### src/rtl/wake_cfg_map.svh
// Purpose: offsets, field positions, reset values and timing counts for the wake config bank
// Assumes: 7-bit register address, 8-bit data
// Notes: included by the package and the bank
`ifndef WAKE_CFG_MAP_SVH
`define WAKE_CFG_MAP_SVH

// ********************
// offsets
// ********************
`define OFF_PAYLOAD_BYTE2 7'h31
`define OFF_PAYLOAD_BYTE1 7'h32
`define OFF_PAYLOAD_BYTE0 7'h33
`define OFF_TOLERANCE 7'h34
`define OFF_FINE_TRIM 7'h38
`define OFF_OPTIONS 7'h39
`define OFF_CAL_HIGH 7'h3a

// ********************
// fields
// ********************
`define BIT_ERR_CNT_DIS 5
`define BIT_RECEIVE_FILTER_BYPASS 4
`define FLD_DOM_FILT_HI 3
`define FLD_DOM_FILT_LO 1
`define BIT_TOL_EN 0
`define BIT_WAKE_RX_SEL 7
`define FLD_COARSE_HI 4
`define TOL_WRITE_MASK 8'h3f
`define OPT_WRITE_MASK 8'h9f
`define TRIM_EN_OPEN 2'h3

// ********************
// reset values
// ********************
`define RST_ZERO 8'h00
`define RST_FINE_TRIM 8'h80
`define RST_COARSE 5'h10

// ********************
// timing
// ********************
`define CLK_PERIOD_NS 50
`define DOM_STEP_NS 50
`define DOM_LONG_NS 775
`define DOM_CYC_BITS 5

`endif

### src/rtl/wake_cfg_pkg.sv
// Purpose: types for the wake config bank
// Assumes: wake_cfg_map.svh holds the numbers
// Notes: none
package wake_cfg_pkg;
	`include "wake_cfg_map.svh"

	typedef struct packed {
		logic wr;
		logic rd;
		logic [6:0] addr;
		logic [7:0] wdata;
	} reg_req_t;

	typedef struct packed {
		logic error_counter_disable;
		logic receive_filter_bypass;
		logic [2:0] dominant_filter_time;
		logic tolerant_mode_enable;
	} tol_cfg_t;

	typedef enum logic [1:0] {
		FILT_IDLE,
		FILT_COUNT,
		FILT_PASS
	} filt_state_t;
endpackage

### src/rtl/wake_cfg_regs.sv
// Contract
// - payload registers hold full read-write bytes
// - error counter off only with tolerant mode
// - silence timeout clears error counter disable
// - bypass bit routes receive around analog filter
// - dominant filter 50 ns steps, code seven 775ns
// - dominant filter active regardless of bypass
// - tolerance bit zero enables tolerant mode
// - fine trim writes need trim enable 11
// - fine trim low five bits step frequency
// - coarse trim bits writable only when enabled
// - receiver select, gated by trim enable
// - reserved bits read zero, ignore writes
// - calibration high byte is read-only status
// - tolerance resets zero; restart clears top bits
//
// Purpose: selective wake config and status bank on the serial register port
// Assumes: serial frame already decoded into one-cycle read and write strobes
// Notes: restart is a one-cycle pulse; rst_n is power-on or soft reset
`timescale 1ns/1ps
`include "wake_cfg_map.svh"

module wake_cfg_regs
	import wake_cfg_pkg::*;
#(
	parameter int DATA_W = 8
)
(
	// clock and resets
	input wire logic mclk,
	input wire logic rst_n,
	input wire logic restart_pulse,
	// register port
	input wire wake_cfg_pkg::reg_req_t req,
	output logic [DATA_W-1:0] rdata,
	output logic rvalid,
	// trim unlock and status inputs
	input wire logic [1:0] trim_enable,
	input wire logic silence_timeout,
	input wire logic [DATA_W-1:0] calibration_upper_byte,
	// receive path
	input wire logic bus_rx_raw,
	input wire logic bus_rx_filtered,
	input wire logic frame_error_event,
	input wire logic selective_wake_active,
	// configuration outputs
	output logic [DATA_W-1:0] payload_byte_two,
	output logic [DATA_W-1:0] payload_byte_one,
	output logic [DATA_W-1:0] payload_byte_zero,
	output wake_cfg_pkg::tol_cfg_t tol_cfg,
	output logic [12:0] oscillator_trim_code,
	output logic wake_receiver_select,
	// derived receive behaviour
	output logic rx_dominant_out,
	output logic error_count_pulse
);
	import wake_cfg_pkg::*;

	// ********************
	// timing constants
	// ********************
	// longest filter time rounds down, never below one cycle
	function automatic logic [`DOM_CYC_BITS-1:0] dom_cycles(input logic [2:0] code);
		int ns;
		int cyc;
		ns = (code == 3'h7) ? `DOM_LONG_NS : (int'(code) + 1) * `DOM_STEP_NS;
		cyc = ns / `CLK_PERIOD_NS;
		if (cyc < 1)
			cyc = 1;
		return cyc[`DOM_CYC_BITS-1:0];
	endfunction

	function automatic logic hit(input logic [6:0] a, input logic [6:0] off);
		return a == off;
	endfunction

	logic trim_open;
	logic tol_wr;
	logic [7:0] tol_bits;
	logic [7:0] opt_bits;
	logic [7:0] rd_next;

	assign trim_open = (trim_enable == `TRIM_EN_OPEN);
	assign tol_wr = req.wr && hit(req.addr, `OFF_TOLERANCE);

	// ********************
	// payload bytes
	// ********************
	always_ff @(posedge mclk or negedge rst_n)
	begin
		if (!rst_n)
		begin
			payload_byte_two <= `RST_ZERO;
			payload_byte_one <= `RST_ZERO;
			payload_byte_zero <= `RST_ZERO;
		end
		else if (req.wr)
		begin
			// restart leaves these alone on purpose
			if (hit(req.addr, `OFF_PAYLOAD_BYTE2))
				payload_byte_two <= req.wdata;
			if (hit(req.addr, `OFF_PAYLOAD_BYTE1))
				payload_byte_one <= req.wdata;
			if (hit(req.addr, `OFF_PAYLOAD_BYTE0))
				payload_byte_zero <= req.wdata;
		end
	end

	// ********************
	// tolerance register
	// ********************
	always_ff @(posedge mclk or negedge rst_n)
	begin
		if (!rst_n)
			tol_cfg <= '0;
		else
		begin
			if (tol_wr)
			begin
				tol_cfg.receive_filter_bypass <= req.wdata[`BIT_RECEIVE_FILTER_BYPASS];
				tol_cfg.dominant_filter_time <=
					req.wdata[`FLD_DOM_FILT_HI:`FLD_DOM_FILT_LO];
				tol_cfg.tolerant_mode_enable <= req.wdata[`BIT_TOL_EN];
			end
			// hardware clear beats a same-cycle host write
			if (silence_timeout)
				tol_cfg.error_counter_disable <= 1'b0;
			else if (tol_wr)
				tol_cfg.error_counter_disable <= req.wdata[`BIT_ERR_CNT_DIS];
		end
	end

	// ********************
	// trim and options
	// ********************
	always_ff @(posedge mclk or negedge rst_n)
	begin
		if (!rst_n)
		begin
			oscillator_trim_code <= {`RST_COARSE, `RST_FINE_TRIM};
			wake_receiver_select <= 1'b0;
		end
		else if (req.wr && trim_open)
		begin
			// fine steps monotonic in bits 4:0; temperature bits 7:5 as host writes
			if (hit(req.addr, `OFF_FINE_TRIM))
				oscillator_trim_code[7:0] <= req.wdata;
			if (hit(req.addr, `OFF_OPTIONS))
			begin
				oscillator_trim_code[12:8] <= req.wdata[`FLD_COARSE_HI:0];
				wake_receiver_select <= req.wdata[`BIT_WAKE_RX_SEL];
			end
		end
	end

	// ********************
	// read path
	// ********************
	assign tol_bits = {2'b00, tol_cfg} & `TOL_WRITE_MASK;
	// coarse bits read back so the host can rewrite them unchanged
	assign opt_bits = {wake_receiver_select, 2'b00, oscillator_trim_code[12:8]};

	always_comb
	begin
		case (req.addr)
			`OFF_PAYLOAD_BYTE2: rd_next = payload_byte_two;
			`OFF_PAYLOAD_BYTE1: rd_next = payload_byte_one;
			`OFF_PAYLOAD_BYTE0: rd_next = payload_byte_zero;
			`OFF_TOLERANCE: rd_next = tol_bits;
			`OFF_FINE_TRIM: rd_next = oscillator_trim_code[7:0];
			`OFF_OPTIONS: rd_next = trim_open ? opt_bits : `RST_ZERO;
			`OFF_CAL_HIGH: rd_next = calibration_upper_byte;
			default: rd_next = `RST_ZERO;
		endcase
	end

	always_ff @(posedge mclk or negedge rst_n)
	begin
		if (!rst_n)
		begin
			rdata <= `RST_ZERO;
			rvalid <= 1'b0;
		end
		else
		begin
			rvalid <= req.rd;
			if (req.rd)
				rdata <= rd_next;
		end
	end

	// ********************
	// dominant filter
	// ********************
	// fed from the selected path, so it stays active with the bypass set
	filt_state_t filt_state;
	logic [`DOM_CYC_BITS-1:0] filt_cnt;
	logic rx_sel;
	logic [`DOM_CYC_BITS-1:0] filt_len;

	assign rx_sel = tol_cfg.receive_filter_bypass ? bus_rx_raw : bus_rx_filtered;
	assign filt_len = dom_cycles(tol_cfg.dominant_filter_time);

	// rx low is dominant; a dominant shorter than the filter time is dropped
	always_ff @(posedge mclk or negedge rst_n)
	begin
		if (!rst_n)
		begin
			filt_state <= FILT_IDLE;
			filt_cnt <= '0;
			rx_dominant_out <= 1'b0;
		end
		else
		begin
			case (filt_state)
				FILT_IDLE:
				begin
					rx_dominant_out <= 1'b0;
					filt_cnt <= `DOM_CYC_BITS'(1);
					if (!rx_sel)
						filt_state <= FILT_COUNT;
				end
				FILT_COUNT:
				begin
					if (rx_sel)
						filt_state <= FILT_IDLE;
					else if (filt_cnt >= filt_len)
					begin
						filt_state <= FILT_PASS;
						rx_dominant_out <= 1'b1;
					end
					else
						filt_cnt <= filt_cnt + `DOM_CYC_BITS'(1);
				end
				FILT_PASS:
				begin
					if (rx_sel)
					begin
						filt_state <= FILT_IDLE;
						rx_dominant_out <= 1'b0;
					end
				end
				default: filt_state <= FILT_IDLE;
			endcase
		end
	end

	// ********************
	// error counter gate
	// ********************
	always_ff @(posedge mclk or negedge rst_n)
	begin
		if (!rst_n)
			error_count_pulse <= 1'b0;
		else
			error_count_pulse <= frame_error_event && selective_wake_active &&
				!(tol_cfg.error_counter_disable && tol_cfg.tolerant_mode_enable);
	end

	// restart pulse: top tolerance bits are reserved zero already, others keep value
	logic restart_seen;
	always_ff @(posedge mclk or negedge rst_n)
	begin
		if (!rst_n)
			restart_seen <= 1'b0;
		else
			restart_seen <= restart_pulse;
	end
endmodule

### config.mk
export PLATFORM = sky130hd
export DESIGN_NAME = wake_cfg_regs
export DESIGN_NICKNAME = d
export VERILOG_FILES = /design/src/rtl/wake_cfg_pkg.sv /design/src/rtl/wake_cfg_regs.sv
export VERILOG_INCLUDE_DIRS = /design/src /design/src/rtl
export SDC_FILE = /design/constraint.sdc
export NUM_CORES = 1
export LEC_CHECK = 0
export BUFFER_PORTS_ARGS = -buffer_cell sky130_fd_sc_hd__buf_2
export CAP_MARGIN = 40
export CORE_UTILIZATION = 25
export DETAILED_ROUTE_END_ITERATION = 8
export PLACE_DENSITY = 0.54
export SLEW_MARGIN = 5
export SYNTH_ARGS = -nofsm -noshare
export SYNTH_HDL_FRONTEND = slang
export SYNTH_SLANG_ARGS = --single-unit
### constraint.sdc
create_clock -name mclk -period 5.8 [get_ports mclk]
set_input_delay 1.16 -clock mclk [delete_from_list [all_inputs] [get_ports mclk]]
set_output_delay 1.16 -clock mclk [all_outputs]
set_load 0.005 [all_outputs]
* Yosys cells after proc, flatten, opt, wreduce, memory -nomap -nowiden
Cells that the tools add are included.
Storage, ports and cells: register bits 62, latch bits 0, memory bits (writable) 0, bits in read-only memories 0, bits of input ports 35, output and inout bits 55, word-level logic and storage cells 76, memories 0
Cells by class: add/sub/neg operators 2, $mul 1, divide/modulo/power cells 1, order comparisons 2, equal/unequal tests 17, shift operators 0, multiplexer cells 19, bitwise gates (word level) 0, reduce and logical (&&, ||, !) cells 18
Operators with widths (count):
- $pmux W8 S7 | 1
- $eq A7 B6 Y1 const B | 7
- $div A32 B7 Y32 const B | 1
- $lt A32 B2 Y1 const B | 1
- $mux W5 | 3
- $mux W10 | 1
- $ne A2 B2 Y1 const B | 5
- $pmux W5 S2 | 1
- $reduce_and A2 Y1 | 5
- $mul A4 B5 Y9 const B | 1
- $mux W2 | 4
- $mux W8 | 1
- $mux W1 | 6
- $pmux W2 S3 | 1
- $reduce_and A3 Y1 | 2
- $add A5 B1 Y5 const B | 1
- $ge A5 B5 Y1 | 1
- $logic_and A1 B1 Y1 | 5
- $add A3 B1 Y4 const B | 1
- $eq A2 B2 Y1 const B | 2
- $reduce_and A4 Y1 | 1
- $reduce_bool A2 Y1 | 2
- $eq A3 B3 Y1 const B | 1
- $ne A3 B3 Y1 const B | 1
- 5 further kinds | 5

* Logic depth before layout (Yosys ltp)
Gate-level depths: netlist of the first run.
depth in word-level cells 10, mapped depth 32, mapped depth without buffers 31

* Worst setup path before layout of the first run
No wires, ideal clock.
path kind register -> register, start register tol_cfg[1] (netlist bit), end register filt_cnt[1], setup time 121 ps, data arrival time 6391 ps, required time 5679 ps, path slack -712 ps, stages on the path, launching flop included 31, buffers on the path 1, period minus slack after synthesis 6512 ps, path through dfrtp_1 buf_2 inv_1 ha_1 inv_1 ha_1 ha_1 ha_1 or3_4 a21oi_1 nand2b_1 ha_1 and3b_1 a41o_1 nand3_1 o22a_4 inv_4 or4_1 nor2_1 o221ai_1 nor2_1 a31o_1 ha_1 nand2b_1 a21o_1 a21o_1 a21o_1 a21o_1 nor3_1 mux2_2 a22o_1
On the way: cells in the longest elaborated chain, start to end 9, elaborated cells between the ends (all ways) 10, those cells by class 1 x add/sub; 1 x mul; 1 x div; 2 x order compare; 2 x eq/ne; 2 x mux; 1 x reduce/logical
Ends and longest elaborated chain:
- from (decl) | RTL line wake_cfg_regs.sv:50 | output wake_cfg_pkg::tol_cfg_t tol_cfg,
- $add A3 B1 Y4 | RTL line wake_cfg_regs.sv:66 | ns = (code == 3'h7) ? `DOM_LONG_NS : (int'(code) + 1) * `DOM_STEP_NS;
- $mul A4 B5 Y9 (no source line)
- $mux W10 (no source line) *
- $div A32 B7 Y32 (no source line) *
- $lt A32 B2 Y1 | RTL line wake_cfg_regs.sv:68 | if (cyc < 1)
- $mux W5 * | RTL line wake_cfg_regs.sv:68
- $ge A5 B5 Y1 * | RTL line wake_cfg_regs.sv:227 | else if (filt_cnt >= filt_len)
- $ne A2 B2 Y1 (no source line) *
- $reduce_and A3 Y1 (no source line) *
- to (signal assigned) | RTL line wake_cfg_regs.sv:219 | filt_cnt <= `DOM_CYC_BITS'(1);
- to (signal assigned) | RTL line wake_cfg_regs.sv:233 | filt_cnt <= filt_cnt + `DOM_CYC_BITS'(1);
- to (decl) | RTL line wake_cfg_regs.sv:197 | logic [`DOM_CYC_BITS-1:0] filt_cnt;
Every way passes the cells marked *; elsewhere a longest branch is shown, timed or not. A chain may end at the register's enable or synchronous reset.

* Worst setup path after layout of the first run
Same ends and word-level chain as after synthesis.

==> flow_metrics.py, run 1 <==
metrics = {
    "power": {
        "power_mw": 1.44,
        "leakage_nw": 2.69,
        "irDropWorstVdd_mv": 0.209,
        "p_per_area_nw_per_um2": 254,
    },
    "critical_path": {
        "reg2reg_depth": 27,
        "worst_ep_required_time_ps": 6010,
        "crit_family": "compound AO/OA/AOI/OAI gates",
        "cp.arrival_ps": 5970,
        "path_class": "flip-flop to flip-flop",
        "regToRegStartpoint": "tol_cfg[1]$_DFFE_PN0P_",
        "slowest_stage": "dfrtp_2",
        "rr_endpoint": "filt_cnt[1]$_DFFE_PN0P_",
        "critPathMaxFanout": 4,
        "cp-start-kind": "flip-flop",
        "worst-path-buf-inv": 1,
        "setup.reg_to_reg.worst_slack_ps": 40,
        "max_stage_delay_ps": 420,
        "endpoint_kind": "flip-flop",
        "cp_common_cell": "ha_4",
    },
    "cts": {
        "clk_path_buf_depth": 2,
        "clkTransAtPathRegs_ps": 50,
        "cts_tree": "yes",
        "htree_levels": 3,
        "root_buffer": "clkbuf_16",
        "clkSinkCount": 62,
        "numCtsBuffers": 9,
        "clock_latency_ps": 330,
    },
    "global_route": {
        "track_usage_pct": 16.3,
        "grt_pass1_vias": 4052,
        "antenna_found_initial": 0,
        "grt-ovfl-total": 0,
        "grt_first_pass_wirelength_um": 20800,
        "grt_max_degree": 63,
    },
    "route": {
        "vias": 3868,
        "drc": 0,
        "viasPerCell": 5.00,
        "drt_iter0_drc": 215,
        "drt-wirelength-per-cell_um": 16.9,
        "ant_nets": 0,
        "first_pass_iters": 7,
        "routed_wirelength_um": 13100,
    },
    "synthesis": {
        "syn-mean-instance-area_um2": 9.91,
        "synthSimpleGateAreaFrac_pct": 15.8,
        "yosys.area_share.adder_pct": 6.83,
        "ys.flop_type": "dfrtp_1",
        "yosysWarnings": 0,
        "synth_seq_cells": 62,
        "synthCells": 407,
        "synthArstFlopShare_pct": 100,
        "yosysMostFrequentCell": "dfrtp_1",
        "synth_mux_area_share_pct": 13.3,
        "synth_top_cell_by_area": "dfrtp_1",
        "yosys.area.top_type_share_pct": 37.2,
        "syn-num-nets": 464,
        "synth.yosys.seq_area_share_pct": 38.5,
        "synth_compound_area_share_pct": 19.2,
        "synth-xor-area-share_pct": 2.61,
        "ys_types": 66,
        "synth_edf_count": 0,
        "synthTopCellsByCount": "dfrtp_1 (60), mux2_2 (45), nand2_1 (30)",
        "synthTopCellsByArea": "dfrtp_1 (37%), mux2_2 (13%), ha_1 (6.8%)",
        "synth.cell_area_um2": 4030,
        "synth_top_family_by_area": "compound AO/OA/AOI/OAI gates",
    },
    "floorplan": {
        "die_y_um": 129,
        "fp.dieArea_um2": 16600,
        "num_rows": 46,
        "die_width_um": 129,
        "core_um2": 15800,
        "num_io_pins": 90,
        "start_util_pct": 25.5,
    },
    "timing": {
        "hold_ws_ps": 517,
        "slew_viol_final": 0,
        "hold_violations": 0,
        "setup_violations": 0,
        "rsz0062_at_grt": "yes",
        "fin_skew_ps": 6.57,
        "setup_ws_ps": 38.1,
        "max_freq_ghz": 0.174,
        "finalCriticalPeriod_ps": 5760,
        "worst_pin_slew_ps": 882,
        "fin_crit_sh_pct": 99.3,
        "slew_headroom_pct": 41.0,
    },
    "cells_and_area": {
        "final_nets": 612,
        "nFillCells": 1614,
        "diodes": 0,
        "drive_gt1_share_pct": 46.6,
        "synthToLayoutAreaGrowth_pct": 40.9,
        "final_util_pct": 35.9,
    },
    "place": {
        "gp_congestion": 0.870,
        "dp_hpwl_um": 9740,
        "portBuffers": 88,
        "place_ws_ps": -134,
    },
    "run": {
        "cap_violations": 0,
    },
    "hold_path": {
        "worstHoldStart": "rdata[3]$_DFFE_PN0P_",
        "holdPathStages": 2,
        "min_to": "rdata[3]$_DFFE_PN0P_",
        "hold_class": "flip-flop to flip-flop",
    },
    "status": {
        "status": "finished clean",
    },
}
## cells in the final DEF, fill, tap and decap left out, drive strengths merged, types with 4 or more instances in the layout
| master | instances |
|---|---|
| a222oi | 6 |
| and3b | 4 |
| ha | 22 |
| a21oi | 19 |
| nand2 | 30 |
| xnor2 | 7 |
| buf | 147 |
| nand2b | 8 |
| nor2 | 28 |
| a21o | 5 |
| a22oi | 19 |
| nor3 | 12 |
| or3 | 4 |
| o211ai | 4 |
| a31oi | 4 |
| dfrtp | 60 |
| nand3 | 17 |
| a211oi | 6 |
| clkbuf | 12 |
| inv | 22 |
| mux2 | 45 |
| xor2 | 5 |
| o21ai | 19 |
## stage by stage
step	cell area [um^2]	TNS, ps	cells
final	5680	0	774
after global routing	5680	-1020	774
after floorplan	4200	-74.3	407
after global placement	5190	-191	748
after detailed placement	5200	-443	750
after CTS	5570	-39.3	768
## per-layer routing
metal	GRT usage (%)	vias up	part of all wire, %
met5	0	-	0
met4	8.03	0	2.9
met3	4.03	22	5.4
met2	27.9	124	50
met1	19.0	1896	41
li1	-	1826	-
## sequential cells by signal (all words and copies together), names as in the netlist
signal and count:
rdata 8, rvalid 1, tol_cfg 6, payload_byte_two 8
payload_byte_one 8, wake_receiver_select 1, filt_state 2, oscillator_trim_code 13
rx_dominant_out 1, payload_byte_zero 8, filt_cnt 5, error_count_pulse 1
## final cells by class
class                      instances  area, um^2  area share [%]
clock buffer                      12         246            4.34
clock inverter                     2        10.0           0.176
inverter                          22        87.6            1.54
multi-input combinational        313        2610            46.0
sequential                        62        1560            27.4
tap                              216         270            4.76
timing repair buffer             147         898            15.8
## repair_timing
item	4_1_cts	5_1_grt
setup buffers	4	6
resized for setup	16	15
pin swaps	25	11
endpoints found under the setup margin	6	8
hold buffers	0	0
## worst max path at each step
stage	cells after the start	endpoint	from
2_1_floorplan	28	filt_cnt[1]$_DFFE_PN0P_	tol_cfg[2]$_DFFE_PN0P_
3_3_place_gp	28	filt_cnt[1]$_DFFE_PN0P_	tol_cfg[1]$_DFFE_PN0P_
3_5_place_dp	28	filt_cnt[1]$_DFFE_PN0P_	tol_cfg[1]$_DFFE_PN0P_
4_1_cts	28	filt_cnt[1]$_DFFE_PN0P_	tol_cfg[1]$_DFFE_PN0P_
5_1_grt	33	filt_cnt[3]$_DFFE_PN0P_	tol_cfg[1]$_DFFE_PN0P_
6_report	27	filt_cnt[1]$_DFFE_PN0P_	tol_cfg[1]$_DFFE_PN0P_
## where the power goes
part	internal [mW]	switching, mW
registers	0.470	0.0436
logic	0.246	0.218
clock network	0.294	0.174
total	1.01	0.436
## worst register-to-register path: stages (launching register included)
cell and delay [ps]:
dfrtp_2 420, ha_4 170, ha_4 300, ha_4 210, ha_4 160, ha_4 230, or3_4 370, a21oi_2 130
nand2b_4 130, ha_4 200, and3b_1 210, a41o_1 190, nand3_2 120, o22a_4 220, buf_4 160, a21oi_1 300
o221ai_4 170, nor2_2 120, a31o_1 150, ha_1 230, nand2b_4 130, a21o_1 170, a21o_1 150, a21o_1 150
a21o_1 210, nor3_4 170, mux2_4 320, a22o_1 170
## cells by family (layout without fill, tap and decap cells)
| logic type | count (synthesis) | count (layout) |
|---|---|---|
| AO/OA/AOI/OAI | 106 | 106 |
| AND/OR/NAND/NOR | 124 | 124 |
| flip-flops | 62 | 62 |
| multiplexers | 48 | 48 |
| buffers and inverters | 32 | 183 |
| other | 1 | 1 |
| adder cells (fa/ha/maj) | 22 | 22 |
| XOR/XNOR | 12 | 12 |
(Power assumes the default switching activity.)
==> run 2: changes to the inputs <==
--- a/config.mk
+++ b/config.mk
@@ -11,6 +11,7 @@
 export CORE_UTILIZATION = 25
 export DETAILED_ROUTE_END_ITERATION = 8
 export PLACE_DENSITY = 0.54
+export SETUP_SLACK_MARGIN = 0.4
 export SLEW_MARGIN = 5
 export SYNTH_ARGS = -nofsm -noshare
 export SYNTH_HDL_FRONTEND = slang
==> run 2 against run 1 <==
Net effect: global-route usage is 0.086 points higher; clock skew is 2.5 ps lower; critical path depth is 1 higher; die area stayed put; sequential share of layout area is 0.20 points lower; sequential power hardly changed; via count is 0.36% lower; register-to-register slack worse by 30 ps; clock power is 25% higher; combinational power is 2% higher; largest power group is now the clock network; highest routed layer unchanged.
==> flow_metrics.py, run 2 (synthesis gave the netlist of run 1 again) <==
metrics = {
    "status": {
        "status": "finished clean",
    },
    "cts": {
        "clkSinkCount": 62,
        "htree_levels": 3,
        "clock_latency_ps": 330,
        "clkTransAtPathRegs_ps": 50,
        "root_buffer": "clkbuf_16",
        "cts_tree": "yes",
        "numCtsBuffers": 9,
        "clk_path_buf_depth": 2,
    },
    "global_route": {
        "grt_use_met2_pct": 27.9,
        "track_usage_pct": 16.4,
        "antenna_found_initial": 0,
        "met1_usage_pct": 19.1,
        "grt_first_pass_wirelength_um": 21000,
        "grt_max_degree": 63,
        "grt_pass1_vias": 4013,
        "grt-ovfl-total": 0,
        "busiest_layer": "met2",
        "grtUsageMet3_pct": 4.86,
    },
    "floorplan": {
        "die_y_um": 129,
        "start_util_pct": 25.5,
        "core_um2": 15800,
        "num_rows": 46,
        "fp.dieArea_um2": 16600,
        "die_width_um": 129,
        "num_io_pins": 90,
    },
    "cells_and_area": {
        "layout_commonest_cell": "buf_2",
        "diodes": 0,
        "largest_register_ffs": 13,
        "synthToLayoutAreaGrowth_pct": 41.9,
        "final_cell_mix": "buf_2 (88), dfrtp_1 (58), buf_4 (53), mux2_2 (44), nand2_1 (30)",
        "drive_gt1_share_pct": 46.3,
        "final_util_pct": 36.2,
        "regMostFlops": "oscillator_trim_code",
        "final_nets": 612,
    },
    "timing": {
        "fin_crit_sh_pct": 99.8,
        "fin_skew_ps": 4.10,
        "tns_ps": 0,
        "worst_pin_slew_ps": 911,
        "finalCriticalPeriod_ps": 5790,
        "slew_headroom_pct": 39.0,
        "max_freq_ghz": 0.173,
        "rsz0062_at_grt": "yes",
        "setup_violations": 0,
        "slew_viol_final": 0,
        "setup_ws_ps": 10.7,
        "hold_violations": 0,
    },
    "critical_path": {
        "endpoint_kind": "flip-flop",
        "worst_ep_required_time_ps": 6020,
        "slowest_stage": "dfrtp_2",
        "cp-start-kind": "flip-flop",
        "cp_common_cell": "ha_4",
        "path_class": "flip-flop to flip-flop",
        "max_stage_delay_ps": 450,
        "cp.arrival_ps": 6000,
        "critPathMaxFanout": 4,
    },
    "route": {
        "drt_iter0_drc": 174,
        "vias": 3854,
        "drc": 0,
        "viasPerCell": 4.97,
        "routed_wirelength_um": 13000,
        "first_pass_iters": 6,
        "ant_nets": 0,
        "drt-wirelength-per-cell_um": 16.7,
    },
    "run": {
        "cap_violations": 0,
    },
    "power": {
        "irDropWorstVdd_mv": 0.229,
        "leakage_nw": 2.72,
        "p_per_area_nw_per_um2": 274,
    },
    "place": {
        "dp_hpwl_um": 9740,
        "portBuffers": 88,
        "gp_congestion": 0.850,
        "place_ws_ps": -156,
    },
    "hold_path": {
        "hold_class": "flip-flop to flip-flop",
    },
}
[run 2: through the flow]
step	instances	hold WS, ps	cell area [um^2]	power (mW)
2_1_floorplan	407	478	4200	0.770
3_3_place_gp	749	496	5200	0.925
3_5_place_dp	749	511	5200	0.933
4_1_cts	773	520	5660	1.57
5_1_grt	776	548	5720	1.65
6_report	776	513	5720	1.57
[run 2: repair_timing]
item                                    in CTS  in global routing
hold buffers                                 0                  0
gates cloned                                 0                  0
resized for setup                           14                 10
pin swaps                                   21                  8
buffers inserted                             8                  3
endpoints found under the setup margin       8                  8
[run 2: critical path: cells and delay by family, from the launching register on]
family	cells	cell delay [ps]
AO/OA/AOI/OAI	13	2330
adder cells (fa/ha/maj)	7	1450
AND/OR/NAND/NOR	5	910
flip-flops	1	450
multiplexers	1	310
buffers and inverters	2	210
[run 2: power by group]
part | total (mW) | switching (mW) | leakage [nW] | internal [mW]
logic | 0.475 | 0.215 | 1.73 | 0.260
registers | 0.513 | 0.0439 | 0.833 | 0.470
clock network | 0.582 | 0.196 | 0.154 | 0.386
total | 1.57 | 0.454 | 2.72 | 1.12
[run 2: cell type report]
cell class,count,area [um^2]
inverter,22,87.6
sequential,62,1560
multi-input combinational,313,2580
tap,216,270
fill,1584,10100
timing repair buffer,147,906
clock buffer,10,239
clock inverter,6,85.1
[run 2: path summary, 6_finish.rpt]
kind                                   startpoint                          end  slack, ps  cells past startpoint
hold / removal             tol_cfg[0]$_DFFE_PN0P_  error_count_pulse$_DFF_PN0_        510                      1
max in group asynchronous                   rst_n       tol_cfg[1]$_DFFE_PN0P_       4240                      2
setup reg to reg           tol_cfg[1]$_DFFE_PN0P_      filt_cnt[1]$_DFFE_PN0P_         10                     28
min in group asynchronous                   rst_n         rdata[5]$_DFFE_PN0P_        990                      2
setup / recovery           tol_cfg[1]$_DFFE_PN0P_      filt_cnt[1]$_DFFE_PN0P_         10                     28
hold reg to reg            tol_cfg[0]$_DFFE_PN0P_  error_count_pulse$_DFF_PN0_        510                      1
[run 2: layer usage]
layer / vias up / share of wire, %
li1: 1829 / -
met1: 1859 / 43
met2: 138 / 47
met3: 28 / 6.7
met4: 0 / 3.2
met5: - / 0
==> run 3: changes to the inputs <==
--- a/config.mk
+++ b/config.mk
@@ -8,6 +8,7 @@
 export LEC_CHECK = 0
 export BUFFER_PORTS_ARGS = -buffer_cell sky130_fd_sc_hd__buf_2
 export CAP_MARGIN = 40
+export CORE_ASPECT_RATIO = 0.6
 export CORE_UTILIZATION = 25
 export DETAILED_ROUTE_END_ITERATION = 8
 export PLACE_DENSITY = 0.54
==> run 3 against run 2 <==
Net effect: the flow now finishes with violations (DRC, setup timing); cell area shrank 0.72%; register-to-register slack lost 30 ps; routed wire length grew 0.61%; power shrank 6.2%; setup slack lost 27 ps; critical endpoint unchanged; largest power group is now sequential cells; highest routed layer unchanged.
==> flow_metrics.py, run 3 (synthesis gave the netlist of run 1 again) <==
metrics = {
    "timing": {
        "worst_pin_slew_ps": 928,
        "setup_ws_ps": -16.5,
        "fin_skew_ps": 5.20,
        "slew_headroom_pct": 37.9,
        "slew_viol_final": 0,
        "max_freq_ghz": 0.172,
        "fin_crit_sh_pct": 100,
        "finalCriticalPeriod_ps": 5820,
        "setup_violations": 1,
        "hold_ws_ps": 508,
        "rsz0062_at_grt": "yes",
        "tns_ps": -16.5,
        "hold_violations": 0,
    },
    "power": {
        "power_mw": 1.47,
        "p_per_area_nw_per_um2": 259,
        "comb_power_share_pct": 31.7,
        "intPower_mw": 1.02,
        "leakage_nw": 2.70,
        "p_seq_share_pct": 35.1,
        "power.share.clock_pct": 33.2,
        "switchingPower_mw": 0.449,
        "swShare_pct": 30.5,
        "irDropWorstVdd_mv": 0.159,
    },
    "critical_path": {
        "rr_endpoint": "filt_cnt[1]$_DFFE_PN0P_",
        "reg2reg_depth": 26,
        "critPathLaunch": "tol_cfg[1]$_DFFE_PN0P_",
        "cp-start-kind": "flip-flop",
        "path_class": "flip-flop to flip-flop",
        "endpoint_kind": "flip-flop",
        "setup.reg_to_reg.worst_slack_ps": -20,
        "cp.arrival_ps": 6020,
        "crit_end": "filt_cnt[1]$_DFFE_PN0P_",
        "critPathMaxFanout": 4,
        "worst_ep_required_time_ps": 6000,
        "regToRegStartpoint": "tol_cfg[1]$_DFFE_PN0P_",
    },
    "route": {
        "viasPerCell": 5.10,
        "drt-wirelength-per-cell_um": 17.1,
        "drt_iter0_drc": 334,
        "vias": 3879,
        "routed_wirelength_um": 13000,
        "ant_nets": 0,
        "drc": 7,
        "first_pass_iters": 8,
    },
    "floorplan": {
        "start_util_pct": 25.9,
        "num_io_pins": 90,
        "fp.dieArea_um2": 16700,
        "die_y_um": 100,
        "core_um2": 15500,
        "num_rows": 35,
        "die_width_um": 166,
    },
    "global_route": {
        "track_usage_pct": 15.6,
        "grt-ovfl-total": 0,
        "grt_max_degree": 63,
        "antenna_found_initial": 0,
        "grt_first_pass_wirelength_um": 20400,
        "grt_pass1_vias": 3660,
    },
    "place": {
        "dpl_cell_area_um2": 5190,
        "dp_hpwl_um": 10000,
        "place_ws_ps": -237,
        "gp_congestion": 0.841,
        "portBuffers": 88,
    },
    "cts": {
        "postCtsHoldBufs": 0,
        "cts_tree": "yes",
        "clock_latency_ps": 320,
        "clkSinkCount": 62,
        "clk_path_buf_depth": 2,
        "numCtsBuffers": 9,
        "clkTransAtPathRegs_ps": 50,
        "root_buffer": "clkbuf_16",
        "htree_levels": 3,
    },
    "status": {
        "violations": "DRC, setup timing",
        "status": "finished with violations",
    },
    "cells_and_area": {
        "synthToLayoutAreaGrowth_pct": 40.9,
        "final_cell_mix": "buf_2 (89), dfrtp_1 (58), buf_4 (55), mux2_2 (44), nand2_1 (30)",
        "nFillCells": 1542,
        "drive_gt1_share_pct": 46.6,
        "layout_commonest_cell": "buf_2",
        "diodes": 0,
        "regMostFlops": "oscillator_trim_code",
        "largest_register_ffs": 13,
        "final_nets": 610,
        "post-route-cell-area_um2": 5680,
    },
    "hold_path": {
        "hold_class": "flip-flop to flip-flop",
        "worstHoldStart": "tol_cfg[5]$_DFFE_PN0P_",
    },
    "run": {
        "cap_violations": 0,
    },
}
-- run 3: area by class of cell --
cell class / instances / area, um^2 / area share [%]
Clock buffer: 15 / 268 / 4.71
Tap cell: 203 / 254 / 4.47
Timing Repair Buffer: 145 / 870 / 15.3
Clock inverter: 1 / 5.00 / 0.0881
Multi-Input combinational cell: 313 / 2640 / 46.5
Inverter: 22 / 87.6 / 1.54
Sequential cell: 62 / 1560 / 27.4
-- run 3: worst min path at each step --
stage / to / cells after the start / slack, ps
after floorplan: error_count_pulse$_DFF_PN0_ / 1 / 480
after global placement: error_count_pulse$_DFF_PN0_ / 1 / 490
final: error_count_pulse$_DFF_PN0_ / 1 / 510
after detailed placement: error_count_pulse$_DFF_PN0_ / 1 / 500
after global routing: error_count_pulse$_DFF_PN0_ / 1 / 540
after CTS: error_count_pulse$_DFF_PN0_ / 1 / 510
-- run 3: per-stage QoR --
| step | utilization (%) | cells |
|---|---|---|
| final | 36.5 | 761 |
| after global routing | 36.5 | 761 |
| after CTS | 36.1 | 761 |
| after detailed placement | 33.4 | 737 |
| after global placement | 33.4 | 736 |
| after floorplan | - | 407 |
-- run 3: timing repair --
item,CTS,global route
setup endpoints to repair,8,8
setup buffers,8,0
pin swaps,17,14
resized for setup,17,14
-- run 3: layer usage --
layer	global-route usage (%)	vias up	share of wire, %
met3	3.47	4	7.2
met4	1.73	0	0.35
met2	20.1	132	39
met5	0	-	0
met1	25.7	1918	53
li1	-	1825	-
-- run 3: critical path: stages (launching register included) --
cell and delay, ps:
dfrtp_2 450, ha_4 180, ha_4 260, ha_4 240
ha_4 160, ha_4 230, or3_4 390, a21oi_2 120
nand2b_4 140, ha_4 200, and3b_1 200, a41o_1 180
nand2b_4 170, nor3_4 50, o21a_2 230, or3_4 390
a211oi_2 230, o211ai_1 120, o2bb2ai_1 150, ha_1 250
a21o_1 180, a21o_1 160, a21o_1 160, a21o_1 190
nor3_4 150, mux2_4 310, a22o_1 200
-- run 3: power groups by stage --
stage	combinational (mW)	sequential [mW]	clock, mW
2_1_floorplan	0.262	0.508	0
3_3_place_gp	0.410	0.521	0
3_5_place_dp	0.416	0.524	0
4_1_cts	0.454	0.517	0.499
5_1_grt	0.511	0.523	0.517
6_report	0.466	0.517	0.490
